File: config.mk
export PLATFORM = sky130hd
export DESIGN_NAME = operating_mode_controller
export DESIGN_NICKNAME = d
export VERILOG_FILES = /design/src/rtl/opmode_pkg.sv /design/src/rtl/operating_mode_controller.sv /design/src/rtl/serial_word_rx.sv
export SDC_FILE = /design/constraint.sdc
export NUM_CORES = 1
export LEC_CHECK = 0
export ABC_AREA = 1
export BUFFER_PORTS_ARGS = -buffer_cell sky130_fd_sc_hd__buf_2
export CORE_MARGIN = 4
export CORE_UTILIZATION = 50
export DETAILED_ROUTE_END_ITERATION = 12
export PLACE_DENSITY = 0.72
export REMOVE_ABC_BUFFERS = 1
export SYNTH_ARGS = -nofsm -noshare
export SYNTH_HDL_FRONTEND = slang
export SYNTH_SLANG_ARGS = --single-unit
File: constraint.sdc
create_clock -name MCLK -period 2.55 [get_ports MCLK]
set_clock_uncertainty 0.1 [all_clocks]
set_input_delay 0.1275 -clock MCLK [delete_from_list [all_inputs] [get_ports MCLK]]
set_output_delay 0.1275 -clock MCLK [all_outputs]
set_load 0.01 [all_outputs]
File: src/rtl/opmode_pkg.sv
// Constants and types for the operating-mode controller
`default_nettype none
package opmode_pkg;
   // Mode-select codes carried in bits 2:0 of the serial control word
   localparam logic [2:0] MSEL_ACTIVE    = 3'h1;
   localparam logic [2:0] MSEL_LIN_SLEEP = 3'h2;
   localparam logic [2:0] MSEL_RX_ONLY   = 3'h3;
   localparam logic [2:0] MSEL_STOP      = 3'h4;
   localparam logic [2:0] MSEL_SLEEP     = 3'h5;
   // Serial control word layout
   localparam int         WORD_BITS      = 16;
   localparam int         MSEL_LSB       = 0;
   localparam int         WDOG_EN_BIT    = 3;
   localparam int         LS1_BIT        = 4;
   localparam int         LS2_BIT        = 5;
   localparam int         LED_BIT        = 6;
   localparam int         MEAS_BIT       = 7;
   localparam int         MON_BIT        = 8;
   localparam int         SUPPLY_BIT     = 9;
   localparam logic [3:0] BITCNT_LAST    = 4'hF;
   // Wake-up pulse on the serial data output, in internal cycles
   localparam logic [1:0] WAKE_PULSE_CYC = 2'h2;

   typedef enum logic [2:0] {
      MODE_STANDBY,
      MODE_ACTIVE,
      MODE_LIN_SLEEP,
      MODE_RX_ONLY,
      MODE_STOP,
      MODE_SLEEP
   } mode_t;

   typedef struct packed {
      logic regulator_on;
      logic watchdog_on;
      logic monitor_on;
      logic supply_on;
      logic low_side_switch_one;
      logic low_side_switch_two;
      logic high_side_led_driver;
      logic meas_on;
      logic adc_reference_output;
      logic vmon_on;
      logic lin_tx_on;
      logic lin_rx_on;
      logic lin_pullup_on;
      logic lin_wake_on;
      logic spi_on;
   } enables_t;

   typedef struct packed {
      logic       valid;
      logic [2:0] msel;
      logic       wdog_en;
      logic       ls1;
      logic       ls2;
      logic       led;
      logic       meas;
      logic       mon;
      logic       supply;
   } ctrl_word_t;
endpackage : opmode_pkg
`default_nettype wire

File: src/rtl/operating_mode_controller.sv
// Operating-mode sequencer with serial mode select and per-mode enables
`timescale 1ns/10ps
`default_nettype none
module operating_mode_controller
   import opmode_pkg::*;
(
   input  wire logic MCLK,
   input  wire logic RESET,
   input  wire logic SPI_CLK,
   input  wire logic SPI_CSN,
   input  wire logic SPI_DIN,
   input  wire logic LIN_BUS,
   input  wire logic LIN_WAKE,
   input  wire logic MON_IN,
   input  wire logic REG_CURRENT_LOW,
   output logic      RXD,
   output logic      DOUT,
   output logic      DOUT_OE,
   output logic      BUS_WAKE_FLAG,
   output logic [2:0] MODE,
   output enables_t  ENABLES
);
   ////////////////////////////////////////////////////////////////////////
   // Input synchronisers
   logic [5:0] sync1_q;
   logic [5:0] sync2_q;

   always_ff @(posedge MCLK or posedge RESET)
   begin
      if (RESET)
      begin
         sync1_q <= 6'h3;
         sync2_q <= 6'h3;
      end
      else
      begin
         sync1_q <= {REG_CURRENT_LOW, MON_IN, LIN_WAKE, SPI_DIN, LIN_BUS, SPI_CSN};
         sync2_q <= sync1_q;
      end
   end

   logic csn_s;
   logic bus_s;
   logic din_s;
   logic lwake_s;
   logic mon_s;
   logic ilow_s;
   logic sclk_s1_q;
   logic sclk_s2_q;
   assign {ilow_s, mon_s, lwake_s, din_s, bus_s, csn_s} = sync2_q;

   always_ff @(posedge MCLK or posedge RESET)
   begin
      if (RESET)
      begin
         sclk_s1_q <= 1'b0;
         sclk_s2_q <= 1'b0;
      end
      else
      begin
         sclk_s1_q <= SPI_CLK;
         sclk_s2_q <= sclk_s1_q;
      end
   end

   ////////////////////////////////////////////////////////////////////////
   // Serial receiver
   ctrl_word_t word;

   serial_word_rx u_rx
   (
      .clk    (MCLK),
      .rst    (RESET),
      .sclk_s (sclk_s2_q),
      .csn_s  (csn_s),
      .din_s  (din_s),
      .word   (word)
   );

   ////////////////////////////////////////////////////////////////////////
   // Mode state
   typedef struct packed {
      mode_t      mode;
      logic       wdog_en;
      logic       ls1;
      logic       ls2;
      logic       led;
      logic       meas;
      logic       mon;
      logic       supply;
      logic       mon_prev;
      logic       lwake_prev;
      logic       wake_latched;
      logic       bus_flag;
      logic [1:0] dout_cnt;
      enables_t   en;
      logic       rxd;
   } ctl_state_t;

   ctl_state_t st_q;
   ctl_state_t st_d;

   function automatic logic msel_legal(input logic [2:0] m);
      return m == MSEL_ACTIVE || m == MSEL_LIN_SLEEP || m == MSEL_RX_ONLY ||
             m == MSEL_STOP || m == MSEL_SLEEP;
   endfunction : msel_legal

   function automatic mode_t msel_to_mode(input logic [2:0] m);
      mode_t r;
      r = MODE_ACTIVE;
      unique case (m)
         MSEL_LIN_SLEEP: r = MODE_LIN_SLEEP;
         MSEL_RX_ONLY:   r = MODE_RX_ONLY;
         MSEL_STOP:      r = MODE_STOP;
         MSEL_SLEEP:     r = MODE_SLEEP;
         default:        r = MODE_ACTIVE;
      endcase
      return r;
   endfunction : msel_to_mode

   logic mon_edge;
   logic lin_wake_ev;
   logic mode_change;
   mode_t next_mode;

   always_comb
   begin
      st_d          = st_q;
      st_d.mon_prev = mon_s;
      st_d.lwake_prev = lwake_s;
      mon_edge      = st_q.en.monitor_on && (mon_s != st_q.mon_prev);
      lin_wake_ev   = lwake_s && (st_q.en.lin_wake_on || st_q.mode == MODE_LIN_SLEEP);
      next_mode     = st_q.mode;
      if (st_q.dout_cnt != 2'h0)
         st_d.dout_cnt = st_q.dout_cnt - 2'h1;
      // Serial command: only selectable modes, never standby
      if (word.valid && st_q.en.spi_on && msel_legal(word.msel))
      begin
         next_mode    = msel_to_mode(word.msel);
         st_d.wdog_en = word.wdog_en;
         st_d.ls1     = word.ls1;
         st_d.ls2     = word.ls2;
         st_d.led     = word.led;
         st_d.meas    = word.meas;
         if (next_mode == MODE_ACTIVE || next_mode == MODE_LIN_SLEEP ||
             next_mode == MODE_RX_ONLY)
         begin
            st_d.mon    = word.mon;
            st_d.supply = word.supply;
         end
      end
      else if (st_q.mode == MODE_SLEEP && (mon_edge || lin_wake_ev))
         next_mode = MODE_STANDBY;
      mode_change = next_mode != st_q.mode;
      if (mode_change)
      begin
         st_d.wake_latched = 1'b0;
         st_d.bus_flag     = 1'b0;
      end
      // Wake event latches receive line low until next mode change
      if (lin_wake_ev)
      begin
         st_d.wake_latched = 1'b1;
         if (st_q.mode == MODE_LIN_SLEEP)
            st_d.bus_flag = 1'b1;
         // Pulse once per wake onset, even if the detector level lingers
         if ((st_q.mode == MODE_STOP || st_q.mode == MODE_SLEEP) && !st_q.lwake_prev)
            st_d.dout_cnt = WAKE_PULSE_CYC;
      end
      if (mon_edge && st_q.mode == MODE_STOP)
         st_d.dout_cnt = WAKE_PULSE_CYC;
      st_d.mode = next_mode;
      // Enables derived from the new mode in one register load, except monitor_on, which follows the stored mon bit in every mode
      st_d.en = '0;
      st_d.en.regulator_on = next_mode != MODE_SLEEP;
      st_d.en.spi_on       = next_mode != MODE_SLEEP;
      st_d.en.monitor_on   = st_d.mon;
      st_d.en.supply_on    = st_d.supply && next_mode != MODE_SLEEP;
      unique case (next_mode)
         MODE_STANDBY:
         begin
            st_d.en.watchdog_on = 1'b1;
            st_d.en.lin_wake_on = 1'b1;
         end
         MODE_ACTIVE, MODE_LIN_SLEEP, MODE_RX_ONLY:
         begin
            st_d.en.watchdog_on          = 1'b1;
            st_d.en.low_side_switch_one  = st_d.ls1;
            st_d.en.low_side_switch_two  = st_d.ls2;
            st_d.en.high_side_led_driver = st_d.led;
            st_d.en.meas_on              = st_d.meas;
            st_d.en.adc_reference_output = 1'b1;
            st_d.en.vmon_on              = 1'b1;
            st_d.en.lin_tx_on     = next_mode == MODE_ACTIVE;
            st_d.en.lin_rx_on     = next_mode != MODE_LIN_SLEEP;
            st_d.en.lin_pullup_on = next_mode != MODE_LIN_SLEEP;
            st_d.en.lin_wake_on   = next_mode == MODE_LIN_SLEEP;
         end
         MODE_STOP:
         begin
            st_d.en.watchdog_on = st_d.wdog_en && !ilow_s;
            st_d.en.lin_wake_on = 1'b1;
         end
         MODE_SLEEP:
         begin
            st_d.en.watchdog_on = st_d.wdog_en;
            st_d.en.lin_wake_on = 1'b1;
         end
      endcase
      // Receive line: bus level when receiving, else active-low wake flag
      st_d.rxd = st_d.en.lin_rx_on ? bus_s : !st_d.wake_latched;
   end

   always_ff @(posedge MCLK or posedge RESET)
   begin
      if (RESET)
      begin
         st_q                 <= '0;
         st_q.mode            <= MODE_STANDBY;
         st_q.en.regulator_on <= 1'b1;
         st_q.en.watchdog_on  <= 1'b1;
         st_q.en.lin_wake_on  <= 1'b1;
         st_q.en.spi_on       <= 1'b1;
         st_q.rxd             <= 1'b1;
      end
      else
         st_q <= st_d;
   end

   assign RXD           = st_q.rxd;
   assign DOUT          = 1'b0;
   assign DOUT_OE       = st_q.dout_cnt != 2'h0;
   assign BUS_WAKE_FLAG = st_q.bus_flag;
   assign MODE          = st_q.mode;
   assign ENABLES       = st_q.en;
endmodule : operating_mode_controller
`default_nettype wire

File: src/rtl/serial_word_rx.sv
// Serial control-word receiver, LSB first, sampled on falling clock edge
`timescale 1ns/10ps
`default_nettype none
module serial_word_rx
   import opmode_pkg::*;
(
   input  wire logic       clk,
   input  wire logic       rst,
   input  wire logic       sclk_s,
   input  wire logic       csn_s,
   input  wire logic       din_s,
   output ctrl_word_t      word
);
   typedef struct packed {
      logic [WORD_BITS-1:0] shift;
      logic [3:0]           cnt;
      logic                 sclk_prev;
      ctrl_word_t           word;
   } rx_state_t;

   rx_state_t st_q;
   rx_state_t st_d;

   always_comb
   begin
      st_d            = st_q;
      st_d.word.valid = 1'b0;
      st_d.sclk_prev  = sclk_s;
      if (csn_s)
      begin
         st_d.cnt = '0;
      end
      else if (st_q.sclk_prev && !sclk_s)
      begin
         // LSB first: shift right, new bit enters at the top
         st_d.shift = {din_s, st_q.shift[WORD_BITS-1:1]};
         st_d.cnt   = st_q.cnt + 4'h1;
         if (st_q.cnt == BITCNT_LAST)
         begin
            st_d.word.valid   = 1'b1;
            st_d.word.msel    = st_d.shift[MSEL_LSB+:3];
            st_d.word.wdog_en = st_d.shift[WDOG_EN_BIT];
            st_d.word.ls1     = st_d.shift[LS1_BIT];
            st_d.word.ls2     = st_d.shift[LS2_BIT];
            st_d.word.led     = st_d.shift[LED_BIT];
            st_d.word.meas    = st_d.shift[MEAS_BIT];
            st_d.word.mon     = st_d.shift[MON_BIT];
            st_d.word.supply  = st_d.shift[SUPPLY_BIT];
         end
      end
   end

   always_ff @(posedge clk or posedge rst)
   begin
      if (rst)
         st_q <= '0;
      else
         st_q <= st_d;
   end

   assign word = st_q.word;
endmodule : serial_word_rx
`default_nettype wire

==> metrics.yaml <==
floorplan.die_area_sq_um: 7229
cts_resized: 0
synth.avg_cell_area_sq_um: 10.27
stdcell_area_sq_um: 3354
clock_sinks: 73
pwr-share-clk_pct: 39.0
grt_setup_unrepaired: "no"
finalWorstPathRequiredPeriod_ns: 1.711
timing.final.hold_violations: 0
detail_route.first_pass.iterations: 4
antenna_violating_nets_post_route: 0
post_dp_cell_area_sq_um: 3075
fmaxAchievable_mhz: 584.4
first_global_vias: 1966
pwr-share-seq_pct: 55.3
insertion_delay_ns: 0.33
dp.final_hpwl_um: 3214
buffer_ports.inserted: 29
antenna_violations_before_repair: 0
mappedNetlistArea_sq_um: 2967
die_h_um: 85.03
mapped_cells: 289
yosysSeqAreaShare_pct: 61.91
fp.dieW_um: 85.03
rows: 27
crit_type: "register to register"
clkSlewWorstSetupHoldPaths_ns: 0.06
initial_utilization_pct: 52.58
nNetsFinal: 327
post_cts_buffers: 0
worst_r2r_path_depth: 9
number_of_synthesized_register_bits: 73
power.density_nw_per_um2: 682.2
timing.max_cap.violations: 0
synth.top_cells.by_area: "sky130_fd_sc_hd__dfrtp_1 (55%), sky130_fd_sc_hd__nand2_1 (7.2%), sky130_fd_sc_hd__dfstp_2 (7.1%)"
sw_frac_of_total_pct: 21.76
n_fill_cell: 490
timing_worst_slew_pin_value_ns: 0.6336
power.switching_mw: 0.4980
run_status: "finished clean"
top_level_ports: 31
worst-endpoint-required_ns: 2.66
cts_max_level: 3
tritoncts: "yes"
hold_path_depth: 0
critical_path.max_fanout: 8
antenna_cells_inserted: 0
netlist.area_leader.share_pct: 54.83
grt_start_max_net_pins: 45
post_layout_power_mw: 2.288
leakage_power_nw: 1.773
syn2layout_area_growth_pct: 13.07
detailroute.via_count: 1816
remaining_drc_errors: 0
post-synth-top-area-cell: "sky130_fd_sc_hd__dfrtp_1"
root_buffer_selected_by_cts: "sky130_fd_sc_hd__clkbuf_8"
gp_routability_congestion: 0.7790
via_per_inst: 4.609
distinct_cell_type_count_after_synthesis: 32
max-slew-margin-rel_pct: 57.70
final_max_slew_viol_count: 0
final_worst_path_cycle_share_pct: 67.10
crit_path_start_kind: "register"
totalNegativeSetupSlack_ns: 0
routed_wirelength_um: 4542
yosysWarnings: 0
worst_case_vdd_ir_drop_v: 0.0003304
globalRouteOverflowTotal: 0
grtUsageTotal_pct: 14.68
end_kind: "register"
grt_first_pass_wirelength_um: 8480
setup_viol: 0
number_of_cts_inserted_buffers: 9
route.detailed.wl_per_inst_um: 11.53
power.internal_mw: 1.790
final_layout_size_suffix_gt1_share_pct: 27.64
critPathArrivalTime_ns: 1.82
comb_power_share_pct: 5.6
clock_path_buffers: 2
drt_iter0_markers: 98
holdCritPathClass: "register to register"
core_area_sq_um: 5642
## power groups by stage
| stage | logic [mW] | clock network [mW] | registers, mW |
|---|---|---|---|
| 2_1_floorplan | 0.0887 | 0 | 1.28 |
| 3_3_place_gp | 0.118 | 0 | 1.28 |
| 3_5_place_dp | 0.123 | 0 | 1.29 |
| 4_1_cts | 0.133 | 0.915 | 1.27 |
| 5_1_grt | 0.154 | 0.968 | 1.28 |
| 6_report | 0.128 | 0.894 | 1.27 |
## flip-flops by register name, summed over array words and instances (netlist names)
| name | cells |
|---|---|
| u_rx.st_q | 20 |
| MODE | 3 |
| sync1_q | 6 |
| BUS_WAKE_FLAG | 1 |
| sclk_s2_q | 1 |
| sync2_q | 6 |
| ENABLES | 12 |
| st_q | 11 |
| sclk_s1_q | 1 |
| RXD | 1 |
| u_rx.word | 11 |
## Yosys cell counts (all sizes together)
cell / instances
a211oi: 1
nor3: 1
a21oi: 5
inv: 43
mux2: 3
dfrtp: 65
clkbuf: 3
dfstp: 8
o21ai: 27
xnor2: 1
nor2: 18
ha: 1
nand2: 70
o21bai: 1
buf: 19
conb: 1
or2: 5
or3: 1
nand4: 2
nand3: 13
nor3b: 1
## layout make-up
class                   count  area (sq um)  area share, %
flip-flops and latches     73          1837          54.76
multi-input cells         151         809.5          24.13
repair buffers             39         252.7          7.534
inverters                  43         166.4          4.961
clock buffers              13         158.9          4.737
well taps                  72         90.09          2.686
clock inverters             3         40.04          1.194
## timing repair
action	in CTS	in global routing
setup endpoints to repair	0	0
endpoints found under the hold margin	34	0
hold buffers	8	0
## path summary, 6_finish.rpt
kind	start	slack, ns	to
min in group asynchronous	RESET	0.33	u_rx.st_q[14]$_DFFE_PP0P_
setup / recovery	ENABLES[0]$_DFF_PP1_	0.84	ENABLES[11]$_DFF_PP0_
setup reg to reg	ENABLES[0]$_DFF_PP1_	0.84	ENABLES[11]$_DFF_PP0_
hold reg to reg	sync1_q[3]$_DFF_PP0_	0.25	sync2_q[3]$_DFF_PP0_
hold / removal	sync1_q[3]$_DFF_PP0_	0.25	sync2_q[3]$_DFF_PP0_
max in group asynchronous	RESET	1.31	sync1_q[1]$_DFF_PP1_
## logic make-up (layout without fill, tap and decap cells)
| kind of cell | count (synthesis) | count (layout) | share of synthesized area (%) |
|---|---|---|---|
| and+or+nand+nor | 111 | 111 | 18.64 |
| DFF | 73 | 73 | 61.91 |
| buffers and inverters | 65 | 98 | 10.80 |
| AOI/OAI and AO/OA | 34 | 34 | 6.664 |
| muxes | 3 | 3 | 1.139 |
| adders and majority gates | 1 | 1 | 0.4217 |
| other | 1 | 1 | 0.1264 |
| xor gates and xnor gates | 1 | 1 | 0.2953 |
## metrics by stage
step / util [%] / hold slack, ns / setup WS [ns] / std cells
after global placement: 54.51 / 0.1324 / 0.9130 / 370
final: 59.46 / 0.2488 / 0.8389 / 394
after floorplan: - / 0.03198 / 0.4825 / 267
after CTS: 59.46 / 0.2506 / 0.8358 / 394
after detailed placement: 54.51 / 0.1343 / 0.8646 / 370
after global routing: 59.46 / 0.2589 / 0.6962 / 394
## worst max-delay path: stages, from the launching register on
cell                      delay [ns]
sky130_fd_sc_hd__dfstp_2        0.54
sky130_fd_sc_hd__nand2_1        0.07
sky130_fd_sc_hd__inv_1          0.17
sky130_fd_sc_hd__nand2_4        0.13
sky130_fd_sc_hd__inv_6          0.11
sky130_fd_sc_hd__nand2_1        0.09
sky130_fd_sc_hd__o21ai_4        0.09
sky130_fd_sc_hd__nand2_2        0.09
sky130_fd_sc_hd__nor2_2         0.17
sky130_fd_sc_hd__a21oi_2        0.04
## metal layers
metal	vias to the layer above	track usage [%]	wire, um
met2	29	23.87	2168
met5	-	0	0
li1	929	-	-
met3	10	4.272	205
met4	0	6.475	86
met1	848	18.21	2082
## cell usage in the layout, fill, tap and decap left out, types with 9 or more instances in the layout
cell type                   n
sky130_fd_sc_hd__o21ai_0   26
sky130_fd_sc_hd__nand2_1   57
sky130_fd_sc_hd__buf_2     29
sky130_fd_sc_hd__nor2_1    16
sky130_fd_sc_hd__dfrtp_1   65
sky130_fd_sc_hd__inv_1     35
sky130_fd_sc_hd__nand2_2    9
sky130_fd_sc_hd__nand3_1    9
sky130_fd_sc_hd__clkbuf_8  11
(Power assumes the default switching activity.)
